## config.mk

```make
export PLATFORM = sky130hd
export DESIGN_NAME = mwt_wave_table
export DESIGN_NICKNAME = d
export VERILOG_FILES = /design/src/mwt_pkg.sv /design/src/mwt_wave_table.sv
export VERILOG_INCLUDE_DIRS = /design/src /design/src/src
export SDC_FILE = /design/constraint.sdc
export NUM_CORES = 1
export LEC_CHECK = 0
export ABC_AREA = 1
export BUFFER_PORTS_ARGS = -buffer_cell sky130_fd_sc_hd__clkbuf_2
export CAP_MARGIN = 20
export CELL_PAD_IN_SITES_DETAIL_PLACEMENT = 0
export CELL_PAD_IN_SITES_GLOBAL_PLACEMENT = 1
export CORE_MARGIN = 3
export CORE_UTILIZATION = 35
export CTS_BUF_LIST = sky130_fd_sc_hd__clkbuf_16
export DETAILED_ROUTE_END_ITERATION = 10
export PLACE_DENSITY = 0.78
export SLEW_MARGIN = 25
export SYNTH_ARGS = -nofsm -noshare
export SYNTH_HDL_FRONTEND = slang
export SYNTH_SLANG_ARGS = --single-unit
```

## constraint.sdc

```tcl
create_clock -name hclk -period 3.6 [get_ports hclk]
set_input_delay 0.54 -clock hclk [delete_from_list [all_inputs] [get_ports hclk]]
set_output_delay 0.54 -clock hclk [all_outputs]
set_load 0.005 [all_outputs]
```

## src/mwt_consts.svh

```systemverilog
/*
 * register indices, byte addresses, reset values, field positions
 * of the microstep wave table block.
 * assumes: included by its bare name in the module and the bench files.
 */
`ifndef MWT_CONSTS_SVH
`define MWT_CONSTS_SVH

// ************************************************************
// register indices and byte addresses
// ************************************************************
`define MWT_IDX_SIX      8'h86
`define MWT_IDX_SEVEN    8'h87
`define MWT_IDX_START    8'h88
`define MWT_IDX_SEL      8'h89
`define MWT_ADDR_SIX     32'h0000_0218
`define MWT_ADDR_SEVEN   32'h0000_021C
`define MWT_ADDR_START   32'h0000_0220
`define MWT_ADDR_SEL     32'h0000_0224

// ************************************************************
// reset values
// ************************************************************
`define MWT_RST_SIX      32'h4929_5556
`define MWT_RST_SEVEN    32'h0040_4222
`define MWT_RST_START    32'h00F7_0000
`define MWT_RST_SEL      32'hFFFF_8056
`define MWT_START_MASK   32'hFFFF_00FF
`define MWT_RST_COIL_A   8'h00
`define MWT_RST_COIL_B   8'hF7

// ************************************************************
// field positions
// ************************************************************
`define MWT_START_A_LSB  0
`define MWT_START_B_LSB  16
`define MWT_OFFSET_LSB   24
`define MWT_BND1_LSB     8
`define MWT_BND2_LSB     16
`define MWT_BND3_LSB     24
`define MWT_W0_LSB       0
`define MWT_W1_LSB       2
`define MWT_W2_LSB       4
`define MWT_W3_LSB       6
`define MWT_LAST_POS     9'h100
`define MWT_HSIZE_WORD   3'h2

`endif

```

## src/mwt_pkg.sv

```systemverilog
/*
 * types of the microstep wave table block.
 * assumes: mwt_consts.svh sits on the include path.
 */
package mwt_pkg;

    typedef logic [7:0] mwt_cur_t;
    typedef logic [1:0] mwt_width_t;
    typedef logic [8:0] mwt_pos_t;

    typedef enum logic [2:0] {
        MWT_R_NONE  = 3'b000,
        MWT_R_SIX   = 3'b001,
        MWT_R_SEVEN = 3'b010,
        MWT_R_START = 3'b011,
        MWT_R_SEL   = 3'b100
    } mwt_reg_t;

endpackage : mwt_pkg

```

## src/mwt_wave_table.sv

```systemverilog
/*
 * microstep wave table: upper delta words, start and segment registers
 * on an ahb-lite slave, and a walker that rebuilds both coil currents.
 * assumes: one clock hclk, async active-low hresetn, lower 192 delta
 * bits supplied by a neighbouring block, step and restart pulses
 * synchronous to hclk.
 */
// The AHB-Lite interface to the registers is this design's own decision.
`timescale 1ns/1ps
`default_nettype none
`include "mwt_consts.svh"

module mwt_wave_table (
    // clock and reset
    input  wire  logic              hclk,
    input  wire  logic              hresetn,
    // ahb-lite slave
    input  wire  logic              hsel,
    input  wire  logic [31:0]       haddr,
    input  wire  logic [1:0]        htrans,
    input  wire  logic              hwrite,
    input  wire  logic [2:0]        hsize,
    input  wire  logic [31:0]       hwdata,
    input  wire  logic              hready,
    output var   logic              hreadyout,
    output var   logic              hresp,
    output var   logic [31:0]       hrdata,
    // lower table words and walker control
    input  wire  logic [191:0]      lower_delta_bits,
    input  wire  logic              step_advance,
    input  wire  logic              restart,
    // coil outputs
    output var   mwt_pkg::mwt_cur_t coil_a_current,
    output var   mwt_pkg::mwt_cur_t coil_b_current,
    output var   mwt_pkg::mwt_pos_t table_index,
    output var   mwt_pkg::mwt_pos_t coil_b_position
);
    import mwt_pkg::*;

    // ************************************************************
    // decode functions
    // ************************************************************
    function automatic mwt_reg_t reg_decode(input logic [31:0] addr,
                                            input logic [2:0] size);
        mwt_reg_t r;
        r = MWT_R_NONE;
        if (addr[31:10] == 22'h0 && addr[1:0] == 2'h0 && size == `MWT_HSIZE_WORD) begin
            unique case (addr[9:2])
                `MWT_IDX_SIX:   r = MWT_R_SIX;
                `MWT_IDX_SEVEN: r = MWT_R_SEVEN;
                `MWT_IDX_START: r = MWT_R_START;
                `MWT_IDX_SEL:   r = MWT_R_SEL;
                default:        r = MWT_R_NONE;
            endcase
        end
        return r;
    endfunction : reg_decode

    // result of undefined boundary order is simply first match
    function automatic mwt_width_t width_of(input logic [7:0] e,
                                            input logic [31:0] s);
        mwt_width_t w;
        if (e < s[`MWT_BND1_LSB +: 8]) begin
            w = s[`MWT_W0_LSB +: 2];
        end else if (e < s[`MWT_BND2_LSB +: 8]) begin
            w = s[`MWT_W1_LSB +: 2];
        end else if (e < s[`MWT_BND3_LSB +: 8]) begin
            w = s[`MWT_W2_LSB +: 2];
        end else begin
            w = s[`MWT_W3_LSB +: 2];
        end
        return w;
    endfunction : width_of

    // difference w - 1 + bit, three-bit two's complement
    function automatic logic [2:0] delta_of(input logic b,
                                            input mwt_width_t w);
        return 3'({1'b0, w}) - 3'h1 + 3'({2'h0, b});
    endfunction : delta_of

    // ************************************************************
    // register file and bus
    // ************************************************************
    logic [31:0] delta_bits_word_six;
    logic [31:0] delta_bits_word_seven;
    logic [31:0] wave_start_values;
    logic [31:0] segment_width_config;
    logic        wr_pend;
    mwt_reg_t    wr_reg;
    logic [31:0] next_six;
    logic [31:0] next_seven;
    logic [31:0] next_start;
    logic [31:0] next_sel;
    logic        next_wr_pend;
    mwt_reg_t    next_wr_reg;
    logic [31:0] next_hrdata;
    logic        bus_take;
    mwt_reg_t    addr_reg;

    always_comb begin
        bus_take     = hsel && hready && htrans[1];
        addr_reg     = reg_decode(haddr, hsize);
        next_wr_pend = bus_take && hwrite;
        next_wr_reg  = addr_reg;
        next_six     = delta_bits_word_six;
        next_seven   = delta_bits_word_seven;
        next_start   = wave_start_values;
        next_sel     = segment_width_config;
        next_hrdata  = hrdata;
        if (wr_pend) begin
            unique case (wr_reg)
                MWT_R_SIX:   next_six   = hwdata;
                MWT_R_SEVEN: next_seven = hwdata;
                MWT_R_START: next_start = hwdata & `MWT_START_MASK;
                MWT_R_SEL:   next_sel   = hwdata;
                MWT_R_NONE:  next_sel   = segment_width_config;
            endcase
        end
        // read from next values so a finishing write is seen
        if (bus_take && !hwrite) begin
            unique case (addr_reg)
                MWT_R_SIX:   next_hrdata = next_six;
                MWT_R_SEVEN: next_hrdata = next_seven;
                MWT_R_START: next_hrdata = next_start;
                MWT_R_SEL:   next_hrdata = next_sel;
                MWT_R_NONE:  next_hrdata = 32'h0000_0000;
            endcase
        end
    end

    always_ff @(posedge hclk or negedge hresetn) begin
        if (!hresetn) begin
            delta_bits_word_six   <= `MWT_RST_SIX;
            delta_bits_word_seven <= `MWT_RST_SEVEN;
            wave_start_values     <= `MWT_RST_START;
            segment_width_config  <= `MWT_RST_SEL;
            wr_pend               <= 1'b0;
            wr_reg                <= MWT_R_NONE;
            hrdata                <= 32'h0000_0000;
            hreadyout             <= 1'b0;
            hresp                 <= 1'b0;
        end else begin
            delta_bits_word_six   <= next_six;
            delta_bits_word_seven <= next_seven;
            wave_start_values     <= next_start;
            segment_width_config  <= next_sel;
            wr_pend               <= next_wr_pend;
            wr_reg                <= next_wr_reg;
            hrdata                <= next_hrdata;
            hreadyout             <= 1'b1;
            hresp                 <= 1'b0;
        end
    end

    // ************************************************************
    // table walker
    // ************************************************************
    logic [255:0] table_bits;
    mwt_cur_t     next_a;
    mwt_cur_t     next_b;
    mwt_pos_t     next_idx;
    mwt_pos_t     next_bpos;
    logic [7:0]   a_ent;
    logic [7:0]   b_ent;
    logic [2:0]   a_delta;
    logic [2:0]   b_delta;
    logic [7:0]   ofs;

    always_comb begin
        table_bits = {delta_bits_word_seven, delta_bits_word_six, lower_delta_bits};
        ofs        = wave_start_values[`MWT_OFFSET_LSB +: 8];
        a_ent      = table_index[7:0];
        // coil b walks down from entry 255 over mirrored entries
        b_ent      = ~table_index[7:0];
        a_delta    = delta_of(table_bits[a_ent], width_of(a_ent, segment_width_config));
        b_delta    = delta_of(table_bits[b_ent], width_of(b_ent, segment_width_config));
        next_a     = coil_a_current;
        next_b     = coil_b_current;
        next_idx   = table_index;
        if (restart) begin
            next_idx = 9'h000;
            next_a   = wave_start_values[`MWT_START_A_LSB +: 8];
            next_b   = wave_start_values[`MWT_START_B_LSB +: 8];
        end else if (step_advance && table_index != `MWT_LAST_POS) begin
            next_idx = 9'(table_index + 9'h001);
            next_a   = 8'(coil_a_current + {{5{a_delta[2]}}, a_delta});
            next_b   = 8'(coil_b_current - {{5{b_delta[2]}}, b_delta});
        end
        next_bpos = 9'(next_idx + {ofs[7], ofs});
    end

    always_ff @(posedge hclk or negedge hresetn) begin
        if (!hresetn) begin
            coil_a_current  <= `MWT_RST_COIL_A;
            coil_b_current  <= `MWT_RST_COIL_B;
            table_index     <= 9'h000;
            coil_b_position <= 9'h000;
        end else begin
            coil_a_current  <= next_a;
            coil_b_current  <= next_b;
            table_index     <= next_idx;
            coil_b_position <= next_bpos;
        end
    end
endmodule : mwt_wave_table
`default_nettype wire

```

==> results.md, run 1 <==
* Fin worst setup slack at -105.1 ps
* Slew Viols, Final at 0
* Area Overhead vs Synth at 29.61%
* DR vias/cell at around 5.4
* Sw Share at between 30% and 40%
* Effective utilization at floorplan at a little over a third
* GRT overflow at 0
* Fmax at between 200 and 300 MHz
* Post-synth top area share at about 22%
* Die height at 222.9 µm
* Worst vdd ir at around 0.33 mV
* Number of fill cells in the layout at ~4700
* Hold Fails Final Rpt at 0
* Design Area, Final at around 21000 µm²
* GR Util met1 at 37.06%
* Most frequent cells in the layout: 816 x nand2_1, 332 x clkbuf_2, 303 x inv_1, 201 x o21ai_0, 195 x nand3_1
* Syn nets at about 3000
* Largest cells by area after synthesis: dfrtp_1 22%, nand2_1 19%, dfstp_2 8.6%
* Worst skew pair latency at 450 ps
* Site Rows at 78
* Final setup violation count at 5
* Gate Count Post-Synth at approximately 2600
* Placed Area at a little under 20000 µm²
* Number of synthesized flops with an enable pin at 0
* Hpwl dp at about 50 mm
* Boundary pin count at 336
* Comb power frac at a little under a third
* GR Util met2 at between 40 and 50%
* Hold Crit Class: primary input to async pin
* Clk sinks at a little under 200
* CP max FO at 8
* Leakage power at 11.76 nW
* First-pass GRT wire length at 105.3 mm
* Failing checks: setup timing
* Die ar. at around 50000 µm²
* DR pass1 iterations at 6
* Top_reg_cell synth: dfrtp_1
* Worst-Margin Slew at just under 900 ps
* Met3 Use GR at under 10%
* Yosys reg bits at roughly 200
* Crit path required time at 3950 ps
* Slew margin rel. at roughly two fifths
* Layout Nets at approximately 3300
* Initial antenna violation count at 0
* Int Power at around 4.1 mW
* Vias in the first global route at 18260
* CTS Buffer Depth at 2
* Routed WL per cell at between 15 and 20 µm
* Max Cap Viol at 0
* Register area share after synthesis at roughly 31%
* Synth Area per Inst at about 6.3 µm²
* Vias at between 15000 and 20000
* All-layer global routing usage at a little over a quarter
* Num CTS Buffers at 17
* Post-synth cell types at 39
* Yosys warns at 0
* Min Tclk post-route at about 3700 ps
* Core footprint at between 40000 and 50000 µm²
* Clock group share of total power at about 31%
* Total wire length at 69.16 mm
* Largest net degree at the start of global routing at 77
* Share of cells above drive strength 1 at between 20% and 30%
* Synth area leader: dfrtp_1
* DRT antenna net count at 0
* Top Usage Layer GRT: met2
* CP endpoint kind: register
* Most common cell after layout, fill and taps aside: nand2_1
* P_sw at 2.071 mW
* CTS tree: built
* Starting DRT DRC Count at ~1800
* Outcome: finished, violations left
* N_diodes at 0
* DR DRC count at 0
* Clk pin slew, worst setup/hold paths at around 80 ps
* PwrDens at 289.1 nW/µm²
* Die W at 222.9 µm
* Flop pwr share at between 30% and 40%
* Slowest stage cell, crit path: dfrtp_4
* Worst setup path class: register to register
* Critical path's largest stage delay at 440 ps
* Period utilization at 102.9%
* Htree depth at 4
* Cts hold-fix bufs at 0
* Root Buffer: clkbuf_16
* PortBufs at between 300 and 400
* Total power at slightly above 6 mW
* CP Launch Type: register
* Async set-reset flop share out of synthesis at between 90% and 100%
* Mapped cell area at 16460 µm²
* Arrival time worst endpoint at roughly 4100 ps
* Layout Skew at 10.02 ps
* RSZ-0062 raised after global routing: true
* GPL Wtd Cong at just over 0.9
-- cells in the mapped netlist, types with 5 or more instances --
| library cell | count |
|---|---|
| dfrtp_1 | 145 |
| nor3_1 | 12 |
| o211ai_1 | 106 |
| nand3_1 | 214 |
| xor2_1 | 14 |
| a21oi_1 | 104 |
| o21ai_0 | 231 |
| xnor2_1 | 8 |
| buf_2 | 76 |
| nand2_1 | 839 |
| buf_1 | 23 |
| dfstp_2 | 54 |
| o21a_1 | 28 |
| ha_1 | 67 |
| nand4_1 | 69 |
| inv_1 | 308 |
| nor4_1 | 6 |
| nor3b_1 | 5 |
| nor2_1 | 152 |
| clkbuf_1 | 66 |
| o21ai_1 | 35 |
-- repair_timing --
action                     4_1_cts  5_1_grt
cloned                          11        2
buffers inserted                11       12
setup endpoints to repair       12       15
resized for setup               89       71
pin swaps                       49       46
-- worst max-delay path, delay by kind of cell, from the launching register on --
| family | cells | cell delay, ps |
|---|---|---|
| adders and majority gates | 3 | 520 |
| DFF | 1 | 440 |
| buffers and inverters | 6 | 770 |
| AOI/OAI and AO/OA | 4 | 640 |
| and+or+nand+nor | 11 | 1060 |
| xor gates and xnor gates | 1 | 170 |
-- cells by family (layout without fill, tap and decap cells) --
group | count (synthesis) | count (layout) | synth area share, %
fa+ha+maj | 70 | 70 | 5.457
flops | 199 | 199 | 30.66
simple gates | 1307 | 1307 | 33.10
other cells | 2 | 2 | 0.04562
buf+inv | 483 | 869 | 11.80
xor+xnor | 22 | 22 | 1.170
compound gates | 513 | 513 | 17.78
-- metal layers --
| metal | wire (µm) | part of all wire (%) | up-vias |
|---|---|---|---|
| li1 | - | - | 9190 |
| met1 | 30300 | 44 | 9052 |
| met2 | 31990 | 46 | 846 |
| met3 | 5109 | 7.4 | 98 |
| met4 | 1763 | 2.5 | 0 |
| met5 | 0 | 0 | - |
-- power groups by stage --
stage | registers, mW | clock network (mW) | logic [mW]
after global routing | 2.33 | 2.06 | 2.11
after floorplan | 2.36 | 0 | 0.901
final | 2.32 | 1.93 | 1.91
after global placement | 2.36 | 0 | 1.62
after detailed placement | 2.36 | 0 | 1.65
after CTS | 2.32 | 1.96 | 1.83
-- final timing paths --
path,to,slack (ps),from,cells after the start
max,coil_b_current[6],-110,table_index[0],25
min,coil_b_position[4],120,hresetn,1
max reg2reg,coil_b_current[6],-110,table_index[0],25
min reg2reg,wave_start_values[15],460,wave_start_values[15],2
max in group asynchronous,delta_bits_word_six[10],2550,hresetn,2
min in group hclk,wr_pend,320,hready,3
-- stage by stage --
step	worst slack (ps)	TNS (ps)	utilization [%]	std cells	hold slack, ps
detailed placement	-330.0	-1451	42.93	3517	447.4
finish	-105.1	-325.3	46.42	3582	116.3
global route	-290.9	-1955	46.42	3582	158.7
floorplan	31.62	0	-	2596	244.4
CTS	-42.69	-105.4	45.68	3569	151.8
global placement	-341.7	-1426	42.90	3516	442.9
-- cell type report --
type                            instances  area, µm²  share of cell area (%)
Clock inverter                         15      148.9                  0.6978
Inverter                              312       1209                   5.664
Multi-Input combinational cell       1914       9942                   46.59
Timing Repair Buffer                  524       3794                   17.78
Tap cell                              600      750.7                   3.518
Clock buffer                           17      425.4                   1.994
Timing Repair inverter                  1      11.26                 0.05277
Sequential cell                       199       5057                   23.70
Power figures use the tool's default switching activity.
==> inputs of run 2 (changes only) <==
--- a/config.mk
+++ b/config.mk
@@ -12,10 +12,10 @@
 export CELL_PAD_IN_SITES_DETAIL_PLACEMENT = 0
 export CELL_PAD_IN_SITES_GLOBAL_PLACEMENT = 1
 export CORE_MARGIN = 3
-export CORE_UTILIZATION = 35
-export CTS_BUF_LIST = sky130_fd_sc_hd__clkbuf_16
+export CORE_UTILIZATION = 36
+export CTS_BUF_LIST = sky130_fd_sc_hd__clkbuf_2 sky130_fd_sc_hd__clkbuf_4 sky130_fd_sc_hd__clkbuf_8
 export DETAILED_ROUTE_END_ITERATION = 10
-export PLACE_DENSITY = 0.78
+export PLACE_DENSITY = 0.8
 export SLEW_MARGIN = 25
 export SYNTH_ARGS = -nofsm -noshare
 export SYNTH_HDL_FRONTEND = slang
==> run 2 against run 1 <==
Effect of this change: the flow still finishes with violations (setup timing); sequential power barely moved; critical endpoint is now coil_b_current[3]; highest routed layer is now met5; total power fell by 5.7%; hold slack got worse by 31 ps; core utilization rose by 1.7 points; combinational power rose by 5%; final area rose by 0.81%; critical path depth fell by 2; largest cell class unchanged.
==> results.md, run 2 (synthesized netlist as in run 1, its figures left out) <==
* Arrival time worst endpoint at 4120 ps (+60 ps)
* Register area at 5057 µm² (unchanged)
* Total wire length at 69.93 mm (+1.1%)
* Slew Viols, Final at 0 (unchanged)
* Area Overhead vs Synth at 30.66%
* Failing checks: setup timing
* CTS Buffer Depth at 2 (unchanged)
* CTS tree: built
* Worst setup path class: register to register
* Hold Crit Class: primary input to async pin
* All-layer global routing usage at 27.41% (+0.64 points)
* Effective utilization at floorplan at 36.83% (+1.0 points)
* Worst skew pair latency at 500 ps (+50 ps)
* Placed Area at 19830 µm² (+0.49%)
* Starting DRT DRC Count at 2074 (+13%)
* Num CTS Buffers at 17 (unchanged)
* DRT antenna net count at 0 (unchanged)
* Clock group share of total power at 25.6% (-5.7 points)
* Cts hold-fix bufs at 0 (unchanged)
* Die W at 219.9 µm (-1.4%)
* Crit path required time at 3980 ps (+30 ps)
* N_diodes at 0 (unchanged)
* DR DRC count at 0 (unchanged)
* CP most frequent cell: nand2_2
* Boundary pin count at 336 (unchanged)
* Die height at 219.9 µm (-1.4%)
* Fmax at 267.1 MHz (-1.0%)
* CP max FO at 6 (-2)
* Slew margin rel. at 40.68% (-0.57 points)
* Hold Fails Final Rpt at 0 (unchanged)
* Final setup violation count at 5 (unchanged)
* GPL Wtd Cong at 0.9118 (+0.53%)
* Most frequent cells in the layout: 822 x nand2_1, 332 x clkbuf_2, 300 x inv_1, 204 x nand3_1, 201 x o21ai_0
* CP endpoint kind: register
* Area of the multi-input gates at 9930 µm² (-0.13%)
* PortBufs at 333 (unchanged)
* P_sw at 2.003 mW (-3.2%)
* Max Cap Viol at 0 (unchanged)
* Clk pin slew, worst setup/hold paths at 120 ps (+40 ps)
* CP Launch Type: register
* Site Rows at 77 (-1.3%)
* Min Tclk post-route at 3743 ps (+38.39 ps)
* Share of cells above drive strength 1 at 24.89% (+0.61 points)
* Hpwl dp at 50.30 mm (-2.2%)
* Period utilization at 104.0% (+1.1 points)
* PwrDens at 270.3 nW/µm² (-6.5%)
* Number of fill cells in the layout at 4610 (-1.5%)
* Vias in the first global route at 18150 (-0.61%)
* Routed WL per cell at 19.40 µm (+0.47%)
* Leakage power at 11.86 nW (+0.93%)
* DR vias/cell at 5.387 (+0.58%)
* Pre-CTS setup slack at -334.5 ps (-4.556 ps)
* Layout Nets at 3338 (+0.94%)
* Critical path's largest stage delay at 530 ps (+90 ps)
* Die ar. at 48330 µm² (-2.7%)
* RSZ-0062 raised after global routing: true
* Worst vdd ir at 0.1695 mV (-49%)
* Layout Skew at 20.55 ps (+10.53 ps)
* Most common cell after layout, fill and taps aside: nand2_1
* Vias at 19420 (+1.2%)
* Initial antenna violation count at 1 (+1)
* Flop pwr share at 40.0% (+2.3 points)
* First-pass GRT wire length at 103.4 mm (-1.8%)
* Design Area, Final at 21510 µm² (+0.81%)
* Worst-Margin Slew at 889.8 ps (+10.69 ps)
* Int Power at 3.812 mW (-7.0%)
* CP cell instances: buf_8, buf_12, buf_16, o211ai_1, nand2_1, a21oi_2, nand2_2, nand3_2, nand2_2, nand2_2, nand2_2, nor2_4, ha_4, ha_4, inv_4, ha_4, nand2_2, o211ai_1, nand2_1, buf_4, buf_4, nand2_1, o211ai_1
* Htree depth at 4 (unchanged)
* Total power at 5.815 mW (-5.7%)
* GRT overflow at 0 (unchanged)
* Root Buffer: clkbuf_8
* Largest net degree at the start of global routing at 97 (+26%)
* Outcome: finished, violations left
* Sw Share at 34.45% (+0.89 points)
* Core footprint at 44700 µm² (-2.7%)
* DR pass1 iterations at 5 (-1)
* Slowest stage cell, crit path: dfrtp_4
* Clk sinks at 199 (unchanged)
* Fin worst setup slack at -143.5 ps (-38.40 ps)
* Comb power frac at 34.4% (+3.4 points)
[run 2: cell types whose count changed in the layout (fill, tap and decap cells not counted), moves of 6 or more]
cell | before | now
clkbuf_8 | 1 | 20
nand3_1 | 195 | 204
nand2_1 | 816 | 822
buf_4 | 137 | 163
nand3_2 | 18 | 10
buf_6 | 11 | 5
nand2_2 | 24 | 18
[run 2: final timing paths]
| path | to | start | slack [ps] | depth (start not counted) |
|---|---|---|---|---|
| min in group hclk | wr_pend | hwrite | 250 | 3 |
| hold reg to reg | wave_start_values[10] | wave_start_values[10] | 470 | 2 |
| setup reg to reg | coil_b_current[3] | table_index[0] | -140 | 23 |
| max in group asynchronous | segment_width_config[16] | hresetn | 2540 | 2 |
| setup / recovery | coil_b_current[3] | table_index[0] | -140 | 23 |
| hold / removal | table_index[8] | hresetn | 90 | 1 |
[run 2: metal layers]
metal / track usage [%] / routed length [µm] / up-vias / part of all wire, %
met3: 2.772 / 5290 / 126 / 7.6
met5: 0 / 9 / - / 0.013
met4: 9.015 / 2321 / 2 / 3.3
met2: 44.54 / 31870 / 901 / 46
li1: - / - / 9252 / -
met1: 38.28 / 30440 / 9140 / 44
[run 2: cell type report]
type                       count  area share (%)
clock buffer                  24           1.390
clock inverter                 8          0.4188
inverter                     312           5.654
multi-input combinational   1914           46.16
sequential                   199           23.51
tap                          592           3.443
timing repair buffer         555           19.37
timing repair inverter         1         0.05235
[run 2: per-stage QoR]
step / hold slack, ps / std cells / setup TNS (ps) / utilization [%]
3_3_place_gp: 443.1 / 3532 / -1611 / 44.35
4_1_cts: 142.6 / 3576 / -118.3 / 46.24
2_1_floorplan: 244.4 / 2596 / 0 / -
3_5_place_dp: 450.5 / 3532 / -2086 / 44.35
6_report: 85.59 / 3605 / -482.3 / 48.12
5_1_grt: 132.5 / 3605 / -1759 / 48.12
[run 2: power by group through the flow]
stage | Combinational, mW | Clock, mW | Sequential [mW]
2_1_floorplan | 0.901 | 0 | 2.36
3_3_place_gp | 1.63 | 0 | 2.36
3_5_place_dp | 1.66 | 0 | 2.37
4_1_cts | 1.78 | 1.52 | 2.33
5_1_grt | 2.19 | 1.60 | 2.33
6_report | 2.00 | 1.49 | 2.33
[run 2: timing repair]
item / CTS / global route
pin swaps: 34 / 45
buffers inserted: 8 / 14
endpoints found under the hold margin: 0 / 0
gates cloned: 6 / 15
resized for setup: 70 / 101
endpoints found under the setup margin: 12 / 14
[run 2: critical path: cells and delay by family (launching register included)]
family | cells | cell delay, ps
compound gates | 4 | 760
fa+ha+maj | 3 | 580
buf+inv | 6 | 780
flops | 1 | 530
simple gates | 10 | 950
==> inputs of run 3 (changes only) <==
--- a/config.mk
+++ b/config.mk
@@ -6,15 +6,15 @@
 export SDC_FILE = /design/constraint.sdc
 export NUM_CORES = 1
 export LEC_CHECK = 0
-export ABC_AREA = 1
 export BUFFER_PORTS_ARGS = -buffer_cell sky130_fd_sc_hd__clkbuf_2
 export CAP_MARGIN = 20
 export CELL_PAD_IN_SITES_DETAIL_PLACEMENT = 0
 export CELL_PAD_IN_SITES_GLOBAL_PLACEMENT = 1
 export CORE_MARGIN = 3
-export CORE_UTILIZATION = 36
+export CORE_UTILIZATION = 40
 export CTS_BUF_LIST = sky130_fd_sc_hd__clkbuf_2 sky130_fd_sc_hd__clkbuf_4 sky130_fd_sc_hd__clkbuf_8
 export DETAILED_ROUTE_END_ITERATION = 10
+export GPL_ROUTABILITY_DRIVEN = 1
 export PLACE_DENSITY = 0.8
 export SLEW_MARGIN = 25
 export SYNTH_ARGS = -nofsm -noshare
==> run 3 against run 2 <==
Effect of this change: the flow still finishes with violations (setup timing); clock-buffer cell count decreased by 7; setup slack worse by 660 ps; wire length decreased by 21%; hold slack lost 19 ps; synthesized cell count fell by 49%; critical path type unchanged; largest cell class unchanged.
==> results.md, run 3 <==
* Outcome: finished, violations left
* Failing checks: setup timing
* Final setup violation count at 14 (+9)
* P_sw at 1.996 mW (-0.40%)
* Total power at 6.026 mW (+3.6%)
* Worst-Margin Slew at 765.3 ps (-124.5 ps)
* Root Buffer: clkbuf_8
* PwrDens at 305.9 nW/µm² (+13%)
* Routed WL per cell at 23.86 µm (+23%)
* DR vias/cell at 6.035 (+12%)
* DRT antenna net count at 0 (unchanged)
* Sw Share at 33.11% (-1.3 points)
* DR pass1 iterations at 6 (+1)
* Comb power frac at 33.8% (-0.6 points)
* Synth Area per Inst at 11.18 µm² (+76%)
* Yosys warns at 0 (unchanged)
* Max Cap Viol at 0 (unchanged)
* Critical path's largest stage delay at 580 ps (+50 ps)
* Syn nets at 1654 (-44%)
* Number of synthesized flops with an enable pin at 0 (unchanged)
* Core footprint at 35910 µm² (-20%)
* Arrival time worst endpoint at 4830 ps (+710 ps)
* Htree depth at 4 (unchanged)
* CP max FO at 7 (+1)
* Slowest stage cell, crit path: mux4_1
* CP bufs+invs at 4 (-2)
* Clock group share of total power at 25.9% (+0.3 points)
* CP endpoint kind: register
* GRT overflow at 0 (unchanged)
* Die ar. at 39100 µm² (-19%)
* CP Launch Type: register
* CP cell instances: buf_12, buf_12, mux4_1, a22oi_2, a21oi_2, or3_4, o311ai_4, o21ai_2, a21oi_2, buf_4, ha_4, inv_4, ha_4, fa_2, nor2b_4, o21ai_2, a21boi_2, o21a_1, nor3_2, o31a_1, o21ai_1
* Fin util at 54.86% (+6.7 points)
* Int Power at 4.031 mW (+5.7%)
* Leakage power at 9.049 nW (-24%)
* PortBufs at 333 (unchanged)
* DR DRC count at 0 (unchanged)
* Number of fill cells in the layout at 3151 (-32%)
* Hold Crit Class: primary input to async pin
* Cts hold-fix bufs at 0 (unchanged)
* Initial antenna violation count at 2 (+1)
* Layout Skew at 17.99 ps (-2.568 ps)
* Effective utilization at floorplan at 40.95% (+4.1 points)
* First-pass GRT wire length at 82.35 mm (-20%)
* Largest net degree at the start of global routing at 85 (-12%)
* Clk sinks at 199 (unchanged)
* Worst skew pair latency at 500 ps (about the same)
* Crit path max-delay family: compound AO/OA/AOI/OAI gates
* Area Overhead vs Synth at 33.97%
* Slew margin rel. at 48.98% (+8.3 points)
* CTS Buffer Depth at 2 (unchanged)
* Fin worst setup slack at -803.0 ps (-659.6 ps)
* Design Area, Final at 19700 µm² (-8.4%)
* Fmax at 227.1 MHz (-15%)
* Top post-synthesis cells by count: 145 x dfrtp_1, 112 x nand2_1, 103 x mux2_2
* Min Tclk post-route at 4403 ps (+659.6 ps)
* N_diodes at 0 (unchanged)
* Period utilization at 122.3% (+18 points)
* Pre-CTS setup slack at -1016 ps (-681.4 ps)
* Most common cell in the netlist: dfrtp_1
* Clk pin slew, worst setup/hold paths at 120 ps (about the same)
* Post-synth top area share at 24.67% (+2.6 points)
* Worst vdd ir at 0.2344 mV (+38%)
* Vias in the first global route at 13700 (-25%)
* Placed Area at 18480 µm² (-6.8%)
* All-layer global routing usage at 27.21% (-0.20 points)
* Num CTS Buffers at 17 (unchanged)
* Hold Slack at 66.64 ps (-18.95 ps)
* RSZ-0062 raised after global routing: true
* Async set-reset flop share out of synthesis at 100.0% (unchanged)
* Flop pwr share at 40.3% (+0.3 points)
* Worst setup path class: register to register
* Share of cells above drive strength 1 at 53.50% (+29 points)
* Gate Count Post-Synth at 1316 (-49%)
* Total wire length at 54.97 mm (-21%)
* Hpwl dp at 41.89 mm (-17%)
* Site Rows at 69 (-10%)
* Most frequent cells in the layout: 333 x clkbuf_2, 229 x buf_4, 140 x dfrtp_1, 111 x nand2_1, 101 x mux2_2
* Crit path required time at 4030 ps (+50 ps)
* Die W at 197.7 µm (-10%)
* Yosys reg bits at 199 (unchanged)
* Register area share after synthesis at 34.32% (+3.7 points)
* Most common cell after layout, fill and taps aside: clkbuf_2
* Post-synth cell types at 74 (+90%)
* Top_reg_cell synth: dfrtp_1
* Synth area leader: dfrtp_1
* Starting DRT DRC Count at 1319 (-36%)
* Die height at 197.7 µm (-10%)
* CTS tree: built
* Slew Viols, Final at 0 (unchanged)
* Hold Fails Final Rpt at 0 (unchanged)
* Layout Nets at 2168 (-35%)
* Vias at 13910 (-28%)
* Largest cells by area after synthesis: dfrtp_1 25%, mux4_2 12%, dfstp_2 9.6%
* GPL Wtd Cong at 0.9271 (+1.7%)
* Mapped cell area at 14710 µm² (-11%)
* Boundary pin count at 336 (unchanged)
==> run 3: changes by cell type after synthesis, moves of 24 or more <==
cell,previous run,this run
a21oi_1,104,52
a22oi_1,1,25
buf_2,76,25
inv_1,308,55
mux2_2,0,103
mux2i_1,0,65
mux4_2,0,79
nand2_1,839,112
nand3_1,214,9
nand4_1,69,16
nor2_1,152,35
o211ai_1,106,10
o21ai_0,231,68
o21ai_1,35,11
==> run 3: cell type report <==
class / count / area, µm² / share of cell area (%)
multi-input combinational: 960 / 9434 / 47.88
sequential: 199 / 5059 / 25.67
timing repair buffer: 594 / 3969 / 20.14
tap: 461 / 576.8 / 2.928
inverter: 58 / 245.2 / 1.245
clock buffer: 17 / 234.0 / 1.188
clock inverter: 15 / 185.2 / 0.9399
==> run 3: final timing paths <==
| check | start | to | slack, ps | cells after the start |
|---|---|---|---|---|
| setup reg to reg | table_index[0] | coil_b_current[6] | -800 | 21 |
| setup / recovery | table_index[0] | coil_b_current[6] | -800 | 21 |
| hold reg to reg | hrdata[11] | hrdata[11] | 490 | 1 |
| hold / removal | hresetn | hreadyout | 70 | 1 |
| max in group asynchronous | hresetn | segment_width_config[27] | 2620 | 2 |
| min in group hclk | restart | table_index[3] | 300 | 2 |
==> run 3: logic make-up after synthesis <==
kind of cell	share of synthesized area [%]
AO/OA/AOI/OAI	15.25
XOR/XNOR	1.608
adder cells (fa/ha/maj)	6.109
buffers and inverters	5.309
flip-flops	34.32
multiplexers	28.42
other	0.05107
AND/OR/NAND/NOR	8.933
==> run 3: through the flow <==
step	setup TNS [ps]	std cells
6_report	-7710	2304
5_1_grt	-9179	2304
4_1_cts	-6338	2293
3_5_place_dp	-9159	2239
3_3_place_gp	-8619	2239
2_1_floorplan	-2074	1316
==> run 3: timing repair <==
action / CTS / global route
resized for setup: 71 / 47
setup endpoints to repair: 15 / 16
cloned: 4 / 0
pin swaps: 46 / 46
buffers inserted: 20 / 13
hold endpoints to repair: 0 / 0
==> run 3: per-layer routing <==
layer | global-route usage, % | part of all wire [%]
met4 | 6.448 | 2.1
met3 | 4.356 | 8.5
met5 | 0 | 0.049
met1 | 38.79 | 42
met2 | 43.87 | 47
==> run 3: worst register-to-register path, cell delays in order (launching register included) <==
cell and delay, ps:
dfrtp_4 470, buf_12 130, buf_12 120, mux4_1 590
a22oi_2 220, a21oi_2 80, or3_4 390, o311ai_4 90
o21ai_2 140, a21oi_2 200, buf_4 160, ha_4 140
inv_4 30, ha_4 150, fa_2 380, nor2b_4 150
o21ai_2 80, a21boi_2 180, o21a_1 190, nor3_2 50
o31a_1 270, o21ai_1 130
==> run 3: power by group through the flow <==
stage	Combinational (mW)	Clock (mW)	Sequential [mW]
finish	2.04	1.56	2.43
global route	2.18	1.66	2.44
CTS	1.92	1.58	2.43
detailed placement	1.71	0	2.47
global placement	1.68	0	2.47
floorplan	1.03	0	2.43
